[config.mk]
export PLATFORM = sky130hd
export DESIGN_NAME = tgi0_regs
export DESIGN_NICKNAME = d
export VERILOG_FILES = /design/src/tgi0_pkg.sv /design/src/tgi0_regs.sv
export VERILOG_INCLUDE_DIRS = /design/src
export SDC_FILE = /design/constraint.sdc
export NUM_CORES = 1
export LEC_CHECK = 0
export ABC_AREA = 1
export BUFFER_PORTS_ARGS = -buffer_cell sky130_fd_sc_hd__buf_2
export CORE_MARGIN = 2
export CORE_UTILIZATION = 45
export CTS_CLUSTER_SIZE = 16
export DETAILED_ROUTE_END_ITERATION = 10
export PLACE_DENSITY_LB_ADDON = 0.15
export SETUP_SLACK_MARGIN = 0.2
export SLEW_MARGIN = 20
export SYNTH_ARGS = -nofsm -noshare
export SYNTH_HDL_FRONTEND = slang
export SYNTH_SLANG_ARGS = --single-unit
[constraint.sdc]
create_clock -name mclk -period 2.8 [get_ports mclk]
set_input_delay 0.42 -clock mclk [delete_from_list [all_inputs] [get_ports mclk]]
set_output_delay 0.42 -clock mclk [all_outputs]
set_load 0.1 [all_outputs]
[src/tgi0_params.svh]
`ifndef TGI0_PARAMS_SVH
`define TGI0_PARAMS_SVH

// Register byte offsets.
`define TGI0_OFS_CONTROL      12'h100
`define TGI0_OFS_ADDRESS      12'h104

// Control register field positions.
`define TGI0_CTL_ENABLE_BIT   31
`define TGI0_CTL_BLKSZ_HI     27
`define TGI0_CTL_BLKSZ_LO     24
`define TGI0_CTL_PREFETCH_BIT 23
`define TGI0_CTL_BURSTWR_BIT  22
`define TGI0_CTL_INVERT_BIT   20
`define TGI0_CTL_TCODE_HI     15
`define TGI0_CTL_TCODE_LO     12
`define TGI0_CTL_PSIZE_HI     11
`define TGI0_CTL_PSIZE_LO     10
`define TGI0_CTL_POSTWR_BIT   7
`define TGI0_CTL_SPACE_BIT    6

// Address register field positions.
`define TGI0_ADR_BASE_HI      31
`define TGI0_ADR_BASE_LO      16
`define TGI0_ADR_XLAT_HI      15
`define TGI0_ADR_XLAT_LO      0

// Reset values.
`define TGI0_RST_BIT          1'h0
`define TGI0_RST_BLKSZ        4'h0
`define TGI0_RST_TCODE        4'h0
`define TGI0_RST_PSIZE        2'h0
`define TGI0_RST_HALF         16'h0000
`define TGI0_RST_WORD         32'h0000_0000

// Smallest window is 64 Kbytes: PCI address bits below 16 are never compared.
`define TGI0_MIN_WIN_SHIFT    16

`endif

[src/tgi0_pkg.sv]
`default_nettype none
package tgi0_pkg;

    typedef enum logic [1:0] {
        TGI0_PORT_32   = 2'h0,
        TGI0_PORT_8    = 2'h1,
        TGI0_PORT_16   = 2'h2,
        TGI0_PORT_RSVD = 2'h3
    } tgi0_psize_e;

    typedef logic [15:0] tgi0_half_t;

endpackage : tgi0_pkg
`default_nettype wire

[src/tgi0_regs.sv]
// Operation
// - window is 64 Kbytes times two to code
// - invert bit flips the local byte order setting
// - port size 00 32-bit, 01 8-bit, 10 16-bit
// - space bit 0 memory, 1 I/O
// - post only memory-space writes, never I/O
// - block size and space loadable from EEPROM
// - EEPROM-loaded fields read-only unless strap override
// - loaded space bit matches base-address config register
// - no load: fields reset zero and writable
// - no load, strap low: base-address config register disabled
// - strap high lets local bus write fields
// - control register byte layout as documented
// - address register: base high, translation low
// - compare address bits 31 down to 16 plus code
// - base address supplies compared upper address bits
// - writable base address reads zero after PCI reset
`default_nettype none
`include "tgi0_params.svh"

module tgi0_regs
    import tgi0_pkg::*;
(
    input  wire logic        mclk,
    input  wire logic        sys_rst,
    input  wire logic        pci_rst,
    input  wire logic        pci_disable_strap,
    input  wire logic        eeprom_load_strobe,
    input  wire logic [3:0]  eeprom_block_size_code,
    input  wire logic        eeprom_pci_address_space,
    input  wire logic        eeprom_cfg_enable,
    input  wire logic [15:0] pci_base_addr_cfg0,
    input  wire logic        local_byte_order_setting,
    input  wire logic [11:0] reg_addr,
    input  wire logic        reg_wr,
    input  wire logic        reg_rd,
    input  wire logic [3:0]  reg_be,
    input  wire logic [31:0] reg_wdata,
    output logic      [31:0] reg_rdata,
    output logic             reg_rvalid,
    input  wire logic [31:0] pci_addr,
    input  wire logic        pci_addr_valid,
    input  wire logic        pci_io_cycle,
    input  wire logic        pci_write_cycle,
    output logic             image_hit,
    output logic             post_write_ok,
    output logic      [31:0] local_addr,
    output logic             image_enable,
    output logic             prefetch_read_enable,
    output logic             burst_write_enable,
    output logic             effective_byte_order,
    output logic      [3:0]  local_transaction_code,
    output tgi0_psize_e      destination_port_size,
    output logic             port_size_reserved,
    output logic      [31:0] window_bytes,
    output logic             pci_base_cfg_enable,
    output logic             pci_base_cfg_io_space
);

    logic        enable_r;
    logic        prefetch_r;
    logic        burstwr_r;
    logic        invert_r;
    logic [3:0]  tcode_r;
    logic [1:0]  psize_r;
    logic        postwr_r;
    logic [3:0]  blksz_r;
    logic        space_r;
    tgi0_half_t  base_r;
    tgi0_half_t  xlat_r;
    logic        loaded_r;
    logic        cfg_en_r;
    logic        strap_r;
    logic        field_wr_ok;
    logic        base_mirror;
    tgi0_half_t  base_eff;
    tgi0_half_t  cmp_mask;
    logic        wr_ctl;
    logic        wr_adr;
    logic [31:0] ctl_word;
    logic [31:0] adr_word;

    // Mask of upper address bits that take part in compare and translation.
    function automatic tgi0_half_t tgi0_mask(input logic [3:0] code);
        tgi0_half_t m;
        m = '1;
        for (int i = 0; i < 16; i++) begin
            if (i < int'(code)) begin
                m[i] = 1'b0;
            end
        end
        return m;
    endfunction : tgi0_mask

    function automatic logic tgi0_lane(input logic [3:0] be, input int bit_pos);
        return be[bit_pos / 8];
    endfunction : tgi0_lane

    assign wr_ctl = reg_wr && (reg_addr == `TGI0_OFS_CONTROL);
    assign wr_adr = reg_wr && (reg_addr == `TGI0_OFS_ADDRESS);

    // Strap is caught while PCI reset is held, never through the reset itself.
    always_ff @(posedge mclk) begin
        if (pci_rst) begin
            strap_r <= pci_disable_strap;
        end
    end

    // EEPROM load status belongs to the PCI reset domain of the image.
    always_ff @(posedge mclk) begin
        if (pci_rst) begin
            loaded_r <= `TGI0_RST_BIT;
            cfg_en_r <= `TGI0_RST_BIT;
        end else if (eeprom_load_strobe) begin
            loaded_r <= 1'b1;
            cfg_en_r <= eeprom_cfg_enable;
        end
    end

    assign field_wr_ok = !loaded_r || strap_r;
    assign base_mirror = cfg_en_r || strap_r;

    // Block size and space: PCI reset, EEPROM load, then guarded software write.
    always_ff @(posedge mclk) begin
        if (pci_rst) begin
            blksz_r <= `TGI0_RST_BLKSZ;
            space_r <= `TGI0_RST_BIT;
        end else if (eeprom_load_strobe) begin
            blksz_r <= eeprom_block_size_code;
            space_r <= eeprom_pci_address_space;
        end else if (wr_ctl && field_wr_ok) begin
            if (tgi0_lane(reg_be, `TGI0_CTL_BLKSZ_LO)) begin
                blksz_r <= reg_wdata[`TGI0_CTL_BLKSZ_HI:`TGI0_CTL_BLKSZ_LO];
            end
            if (tgi0_lane(reg_be, `TGI0_CTL_SPACE_BIT)) begin
                space_r <= reg_wdata[`TGI0_CTL_SPACE_BIT];
            end
        end
    end

    // General-reset settings, always writable.
    always_ff @(posedge mclk) begin
        if (sys_rst) begin
            enable_r   <= `TGI0_RST_BIT;
            prefetch_r <= `TGI0_RST_BIT;
            burstwr_r  <= `TGI0_RST_BIT;
            invert_r   <= `TGI0_RST_BIT;
            tcode_r    <= `TGI0_RST_TCODE;
            psize_r    <= `TGI0_RST_PSIZE;
            postwr_r   <= `TGI0_RST_BIT;
        end else if (wr_ctl) begin
            if (tgi0_lane(reg_be, `TGI0_CTL_ENABLE_BIT)) begin
                enable_r <= reg_wdata[`TGI0_CTL_ENABLE_BIT];
            end
            if (tgi0_lane(reg_be, `TGI0_CTL_PREFETCH_BIT)) begin
                prefetch_r <= reg_wdata[`TGI0_CTL_PREFETCH_BIT];
                burstwr_r  <= reg_wdata[`TGI0_CTL_BURSTWR_BIT];
                invert_r   <= reg_wdata[`TGI0_CTL_INVERT_BIT];
            end
            if (tgi0_lane(reg_be, `TGI0_CTL_TCODE_LO)) begin
                tcode_r <= reg_wdata[`TGI0_CTL_TCODE_HI:`TGI0_CTL_TCODE_LO];
                psize_r <= reg_wdata[`TGI0_CTL_PSIZE_HI:`TGI0_CTL_PSIZE_LO];
            end
            if (tgi0_lane(reg_be, `TGI0_CTL_POSTWR_BIT)) begin
                postwr_r <= reg_wdata[`TGI0_CTL_POSTWR_BIT];
            end
        end
    end

    // Base address: PCI reset domain, writable only when no mirror exists.
    always_ff @(posedge mclk) begin
        if (pci_rst) begin
            base_r <= `TGI0_RST_HALF;
        end else if (wr_adr && !base_mirror) begin
            if (reg_be[3]) begin
                base_r[15:8] <= reg_wdata[31:24];
            end
            if (reg_be[2]) begin
                base_r[7:0] <= reg_wdata[23:16];
            end
        end
    end

    // Translation address is a general-reset setting; the EEPROM never touches it.
    always_ff @(posedge mclk) begin
        if (sys_rst) begin
            xlat_r <= `TGI0_RST_HALF;
        end else if (wr_adr) begin
            if (reg_be[1]) begin
                xlat_r[15:8] <= reg_wdata[15:8];
            end
            if (reg_be[0]) begin
                xlat_r[7:0] <= reg_wdata[7:0];
            end
        end
    end

    assign base_eff = base_mirror ? pci_base_addr_cfg0 : base_r;

    always_comb begin
        ctl_word = `TGI0_RST_WORD;
        ctl_word[`TGI0_CTL_ENABLE_BIT]                      = enable_r;
        ctl_word[`TGI0_CTL_BLKSZ_HI:`TGI0_CTL_BLKSZ_LO]     = blksz_r;
        ctl_word[`TGI0_CTL_PREFETCH_BIT]                    = prefetch_r;
        ctl_word[`TGI0_CTL_BURSTWR_BIT]                     = burstwr_r;
        ctl_word[`TGI0_CTL_INVERT_BIT]                      = invert_r;
        ctl_word[`TGI0_CTL_TCODE_HI:`TGI0_CTL_TCODE_LO]     = tcode_r;
        ctl_word[`TGI0_CTL_PSIZE_HI:`TGI0_CTL_PSIZE_LO]     = psize_r;
        ctl_word[`TGI0_CTL_POSTWR_BIT]                      = postwr_r;
        ctl_word[`TGI0_CTL_SPACE_BIT]                       = space_r;
    end

    assign adr_word = {base_eff, xlat_r};

    // Reads answer one cycle later; unmapped offsets read as zero.
    always_ff @(posedge mclk) begin
        if (sys_rst) begin
            reg_rdata  <= `TGI0_RST_WORD;
            reg_rvalid <= `TGI0_RST_BIT;
        end else begin
            reg_rvalid <= reg_rd;
            if (reg_rd) begin
                case (reg_addr)
                    `TGI0_OFS_CONTROL: reg_rdata <= ctl_word;
                    `TGI0_OFS_ADDRESS: reg_rdata <= adr_word;
                    default:           reg_rdata <= `TGI0_RST_WORD;
                endcase
            end
        end
    end

    // Decode is combinational so the PCI side sees a hit in the address phase.
    assign cmp_mask = tgi0_mask(blksz_r);
    assign image_hit = pci_addr_valid && enable_r && (pci_io_cycle == space_r)
        && (((pci_addr[31:16] ^ base_eff) & cmp_mask) == `TGI0_RST_HALF);

    // Compared lines are replaced by translation bits; software keeps them equal for none.
    assign local_addr = {(xlat_r & cmp_mask) | (pci_addr[31:16] & ~cmp_mask),
                         pci_addr[15:0]};

    // I/O writes are never posted, whatever the posting bit says.
    assign post_write_ok = image_hit && pci_write_cycle && postwr_r && !space_r;

    assign window_bytes = 32'h1 << (`TGI0_MIN_WIN_SHIFT + int'(blksz_r));

    assign image_enable           = enable_r;
    assign prefetch_read_enable   = prefetch_r;
    assign burst_write_enable     = burstwr_r;
    assign effective_byte_order   = local_byte_order_setting ^ invert_r;
    assign local_transaction_code = tcode_r;
    assign destination_port_size  = tgi0_psize_e'(psize_r);
    assign port_size_reserved     = (psize_r == TGI0_PORT_RSVD);

    // The config-space base register exists only when loaded or strapped.
    assign pci_base_cfg_enable   = base_mirror;
    assign pci_base_cfg_io_space = space_r;

endmodule : tgi0_regs
`default_nettype wire

==> flow_metrics.env, run 1 <==
export IMPL_total_leakage_power_uw=0.00322
export IMPL_status="completed"
export IMPL_number_of_enable_type_register_cells_in_the_synthesized_netlist=1
export IMPL_slowest_stage="edfxtp_1"
export IMPL_synth_seq_area_share=0.354
export IMPL_cp_arrival_ns=2.14
export IMPL_cts_root_buf="clkbuf_8"
export IMPL_timing_critical_path_from_type="flop"
export IMPL_cts_sinks=84
export IMPL_ios=225
export IMPL_dp_cells=1053
export IMPL_fin_crit_sh=0.915
export IMPL_timing_rr_start="strap_r"
export IMPL_finalWirelength_mm=14.3
export IMPL_avgViaCountPerCell=4.71
export IMPL_power_density_nw_per_um2=506
export IMPL_drive_above_1_share=0.265
export IMPL_rsz0062_at_grt="yes"
export IMPL_worst_path_dominant_cell_family="simple AND/OR/NAND/NOR gates"
export IMPL_via_count=5053
export IMPL_synthesis_area_per_instance_um2=6.13
export IMPL_final_instance_count_excl_fill=1073
export IMPL_worst_path_buf_inv=3
export IMPL_number_of_port_buffers=176
export IMPL_htree_num_levels=3
export IMPL_max_clock_path_buffers=2
export IMPL_clk_pin_slew_ns=0.10
export IMPL_layout_cells_most_common="buf_2"
export IMPL_placeableCoreArea_um2=10300
export IMPL_cp_common_cell="nand2_1"
export IMPL_dieWidth_um=107
export IMPL_global_placer_s_final_weighted_congestion=0.944
export IMPL_startpoint="strap_r"
export IMPL_timing_critical_path_required_ns=2.38
export IMPL_route_antenna_remaining_nets=0
export IMPL_synthFlopType="dfxtp_1"
export IMPL_synth_area_um2=4780
export IMPL_first_global_vias=4433
export IMPL_cts_made_buffers=9
export IMPL_slew_headroom=0.487
export IMPL_timing_hold_worst_class="primary input to flop"
export IMPL_async_flop_share=0
export IMPL_drc=0
export IMPL_cts_tree="built"
export IMPL_routedWlPerCell_um=13.3
export IMPL_finalClockSkew_ns=0.0105
export IMPL_drt_iter0_drc=211
export IMPL_wire_length_of_the_first_global_routing_pass_mm=22.1
export IMPL_setup_worst_path_class="flop to output pin"
export IMPL_setup_violations=0
export IMPL_worstPathCellList="nor2_4 > buf_4 > nand2_1 > nand2_1 > nand2_1 > nand3_1 > nand2_1 > inv_1 > nand2_1 > nor2_1 > nand2_2 > nor2_4 > buf_12"
export IMPL_drt_pass1_iter_count=5
export IMPL_synth_lib_cells_used_distinct=28
export IMPL_maxClockFrequency_mhz=390
export IMPL_place_hpwl_mm=11.1
export IMPL_vdd_drop_max_uv=299
export IMPL_layout_cells_most_common_list="buf_2 (174), nand2_1 (171), nor2_1 (132)"
export IMPL_drv_max_cap_violation_count=0
export IMPL_final_report_hold_violation_count=0
export IMPL_globalRoute_totalOverflow=0
export IMPL_totalNegativeSetupSlack_ns=0
export IMPL_dieHeight_um=107
export IMPL_worst_skew_pair_late_latency_ns=0.37
export IMPL_yosys_register_bits=84
export IMPL_crit_path_max_incr_delay_ns=0.46
export IMPL_layout_area_overhead_vs_synth_pct=24.3
export IMPL_worst_hold_startpoint="pci_disable_strap"
export IMPL_grt_start_max_net_pins=43
export IMPL_tightestPinTransition_ns=0.768
export IMPL_timing_final_max_slew_violations=0
export IMPL_synth_warning_count=0
export IMPL_track_usage=0.246
export IMPL_grt_antenna_before_repair=1
export IMPL_nNetsFinal=1044
export IMPL_synth_cells=780
export IMPL_rows=37
export IMPL_critical_path_peak_fanout=4
export IMPL_worstSetupEndpointType="output pin"
export IMPL_cts_hold_repair_buffers=0
export IMPL_floorplan_initialDensity=0.463
export IMPL_worst_r2r_setup_slack_ns=1.12
export IMPL_floorplan_die_area_um2=11500
export IMPL_min_period_ns=2.56
==> logic make-up (layout without fill, tap and decap cells) <==
group	Yosys count	count (layout)	synth area share
XOR/XNOR	1	1	0.00183
multiplexers	2	2	0.00445
flip-flops	84	84	0.354
AND/OR/NAND/NOR	387	387	0.333
other	1	17	0.000784
AO/OA/AOI/OAI	123	123	0.130
buffers and inverters	182	323	0.176
==> metrics by stage <==
step                      power, uW  hold WS [ns]  setup WS [ns]   util  cell area (um^2)
after detailed placement       2040         0.456          0.410  0.543              5610
after floorplan                1990         0.435          0.107      -              4860
after CTS                      2980         0.230          0.229  0.566              5840
after global routing           3120         0.231          0.112  0.576              5940
after global placement         2040         0.456          0.448  0.543              5610
final                          3000         0.228          0.237  0.576              5940
==> final timing paths <==
check | endpoint | cells past startpoint
worst min register to register | local_transaction_code[3] | 2
worst max register to register | base_r[4] | 7
worst max-delay path | post_write_ok | 13
worst min-delay path | strap_r | 1
==> what timing repair did <==
action / in CTS / in global routing
cloned: 0 / 1
gates resized for setup: 10 / 30
setup endpoints to repair: 2 / 2
pin swaps: 0 / 2
buffers inserted: 0 / 2
==> cell type report <==
cell class              count  area [um^2]
fillers                  1107         4380
well taps                 136          170
clock inverters             7         87.6
clock buffers               9          124
flip-flops and latches     84         1700
diodes                      1         2.50
repair buffers            187         1010
inverters                 120          450
multi-input cells         529         2400
==> report_power, final <==
group / internal (uW) / switching (uW) / total (uW)
Clock: 438 / 519 / 957
Combinational: 178 / 622 / 800
Sequential: 1220 / 22.5 / 1250
==> cells in the mapped netlist, types with 2 or more instances <==
cell | count | area [um^2]
o21ai_1 | 4 | 20.0
o211ai_1 | 3 | 22.5
inv_1 | 116 | 435
nor2_1 | 137 | 514
buf_6 | 2 | 22.5
nor3_4 | 2 | 32.5
buf_2 | 9 | 45.0
nand3_1 | 44 | 220
inv_2 | 3 | 11.3
nor2_2 | 2 | 12.5
buf_4 | 35 | 263
dfxtp_1 | 83 | 1660
nor2_4 | 2 | 22.5
nor3_1 | 7 | 35.0
nand2_1 | 189 | 709
o21ai_0 | 81 | 405
a21oi_1 | 35 | 175
clkbuf_1 | 16 | 60.1
==> routing by layer <==
metal,GRT usage,share of wire,vias to the layer above
li1,-,-,2653
met1,0.344,0.48,2195
met2,0.386,0.44,176
met3,0.0432,0.062,29
met4,0.0724,0.019,0
met5,0,0,-
==> sequential cells by signal, summed over array words and instances, names as in the netlist, 2 cells and up <==
name                    flops
base_r                     16
local_transaction_code      4
reg_rdata                  32
xlat_r                     16
blksz_r                     4
destination_port_size       2
(Power assumes the default switching activity.)
==> inputs of run 2 (changes only) <==
==> constraint.sdc (replaced) <==
create_clock -name mclk -period 2.8 [get_ports mclk]
set_input_delay 0.56 -clock mclk [delete_from_list [all_inputs] [get_ports mclk]]
set_output_delay 0.56 -clock mclk [all_outputs]
set_load 0.1 [all_outputs]
==> run 2 against run 1 <==
Final cell count up 0.19%. Clock power down 15%. Critical endpoint unchanged. Largest cell class unchanged. Total power down 4.8%. Worst setup slack worse by 0.085 ns. Critical path depth down 2. Highest routed layer unchanged.
==> flow_metrics.env, run 2 (synthesis gave the netlist of run 1 again) <==
export IMPL_cp_common_cell="nand2_1"
export IMPL_worst_skew_pair_late_latency_ns=0.35
export IMPL_total_leakage_power_uw=0.00321
export IMPL_number_of_port_buffers=176
export IMPL_post_layout_total_power_uw=2860
export IMPL_cts_made_buffers=9
export IMPL_grt_max_usage_layer="met2"
export IMPL_first_global_vias=4492
export IMPL_fin_crit_sh=0.946
export IMPL_dieHeight_um=107
export IMPL_status="completed"
export IMPL_wire_length_of_the_first_global_routing_pass_mm=22.1
export IMPL_finalClockSkew_ns=0.0136
export IMPL_place_hpwl_mm=11.2
export IMPL_final_report_hold_violation_count=0
export IMPL_cts_sinks=84
export IMPL_largest_register="reg_rdata"
export IMPL_avgViaCountPerCell=4.75
export IMPL_setup_worst_path_class="flop to output pin"
export IMPL_timing_critical_path_from_type="flop"
export IMPL_final_fill_count=1104
export IMPL_drive_above_1_share=0.263
export IMPL_grt_antenna_before_repair=0
export IMPL_grt_use_met3=0.0474
export IMPL_slew_headroom=0.460
export IMPL_maxClockFrequency_mhz=378
export IMPL_cts_root_buf="clkbuf_8"
export IMPL_drc=0
export IMPL_max_clock_path_buffers=2
export IMPL_rsz0062_at_grt="yes"
export IMPL_drt_pass1_iter_count=5
export IMPL_min_period_ns=2.65
export IMPL_fraction_of_power_consumed_by_the_clock_network=0.284
export IMPL_drt_iter0_drc=244
export IMPL_nNetsFinal=1047
export IMPL_placeableCoreArea_um2=10300
export IMPL_worstPathCellList="nand2_1 > inv_1 > nand2_1 > nand3_1 > nand2_1 > inv_1 > nand2_1 > nor2_1 > nand2_2 > nor2_4 > buf_12"
export IMPL_htree_num_levels=3
export IMPL_ios=225
export IMPL_seq_power_share=0.434
export IMPL_largest_reg_flops=32
export IMPL_p_switching_uw=1110
export IMPL_critical_path_peak_fanout=9
export IMPL_via_count=5103
export IMPL_timing_final_max_slew_violations=0
export IMPL_slowest_stage="dfxtp_2"
export IMPL_finalWirelength_mm=14.4
export IMPL_cp_arrival_ns=2.09
export IMPL_global_placer_s_final_weighted_congestion=0.895
export IMPL_cts_tree="built"
export IMPL_multiInputGateArea_um2=2380
export IMPL_reg_top3="reg_rdata: 32 flops, base_r: 16 flops, xlat_r: 16 flops"
export IMPL_setup_violations=0
export IMPL_floorplan_initialDensity=0.463
export IMPL_use_met2=0.397
export IMPL_timing_hold_worst_class="primary input to flop"
export IMPL_drv_max_cap_violation_count=0
export IMPL_layout_area_overhead_vs_synth_pct=24.1
export IMPL_crit_path_max_incr_delay_ns=0.43
export IMPL_clk_pin_slew_ns=0.08
export IMPL_worst_r2r_setup_slack_ns=1.05
export IMPL_power_density_nw_per_um2=482
export IMPL_grt_start_max_net_pins=43
export IMPL_layout_cells_most_common="nand2_1"
export IMPL_setup_slack_ns=0.152
export IMPL_track_usage=0.246
export IMPL_globalRoute_totalOverflow=0
export IMPL_p_int_uw=1760
export IMPL_dieWidth_um=107
export IMPL_layout_cells_most_common_list="nand2_1 (184), buf_2 (174), nor2_1 (128)"
export IMPL_antenna_cells=0
export IMPL_grt_met1_usage=0.331
export IMPL_timing_critical_path_required_ns=2.24
export IMPL_tightestPinTransition_ns=0.808
export IMPL_route_antenna_remaining_nets=0
export IMPL_share_comb_of_total_power=0.282
export IMPL_floorplan_die_area_um2=11500
export IMPL_preCtsSetupSlack_ns=0.355
export IMPL_rows=37
export IMPL_routedWlPerCell_um=13.4
export IMPL_swShare=0.386
export IMPL_worstSetupEndpointType="output pin"
export IMPL_register_area_um2=1700
export IMPL_vdd_drop_max_uv=296
==> run 2: repair_timing <==
| action | in CTS | in global routing |
|---|---|---|
| hold buffers | 0 | 0 |
| cloned | 1 | 0 |
| endpoints found under the setup margin | 5 | 3 |
| pin swaps | 3 | 2 |
| setup buffers | 2 | 1 |
| gates resized for setup | 16 | 8 |
==> run 2: layout make-up <==
class,instances,share of cell area
clock buffers,10,0.0232
clock inverters,6,0.00801
inverters,120,0.0765
multi-input cells,529,0.401
flip-flops and latches,84,0.286
well taps,136,0.0287
repair buffers,190,0.177
==> run 2: final timing paths <==
path	from	endpoint	depth (start not counted)
setup reg to reg	strap_r	base_r[4]	8
hold reg to reg	burst_write_enable	burst_write_enable	2
hold / removal	pci_disable_strap	strap_r	1
setup / recovery	blksz_r[1]	post_write_ok	11
==> run 2: critical path: cells and delay by family, from the launching register on <==
kind,cells,cell delay [ns]
AND/OR/NAND/NOR,8,0.94
flip-flops,1,0.43
buffers and inverters,3,0.37
==> run 2: power by group through the flow <==
stage / clock (uW) / combinational [uW] / sequential, uW
2_1_floorplan: 0 / 580 / 1410
3_3_place_gp: 0 / 780 / 1270
3_5_place_dp: 0 / 782 / 1270
4_1_cts: 831 / 796 / 1240
5_1_grt: 882 / 861 / 1250
6_report: 813 / 806 / 1240
==> run 2: metrics by stage <==
step | instance area (um^2) | util | TNS, ns | std cells | hold WS [ns]
final | 5940 | 0.575 | 0 | 1075 | 0.395
after CTS | 5910 | 0.572 | 0 | 1074 | 0.385
after global placement | 5670 | 0.549 | 0 | 1055 | 0.452
after floorplan | 4890 | - | -0.0261 | 795 | 0.435
after global routing | 5940 | 0.575 | -0.0494 | 1075 | 0.390
after detailed placement | 5670 | 0.549 | 0 | 1055 | 0.454
==> run 2: layer usage <==
metal  wire length [um]  part of all wire
met5                  0                 0
met4                290             0.020
met3               1270             0.088
met2               6500              0.45
met1               6370              0.44
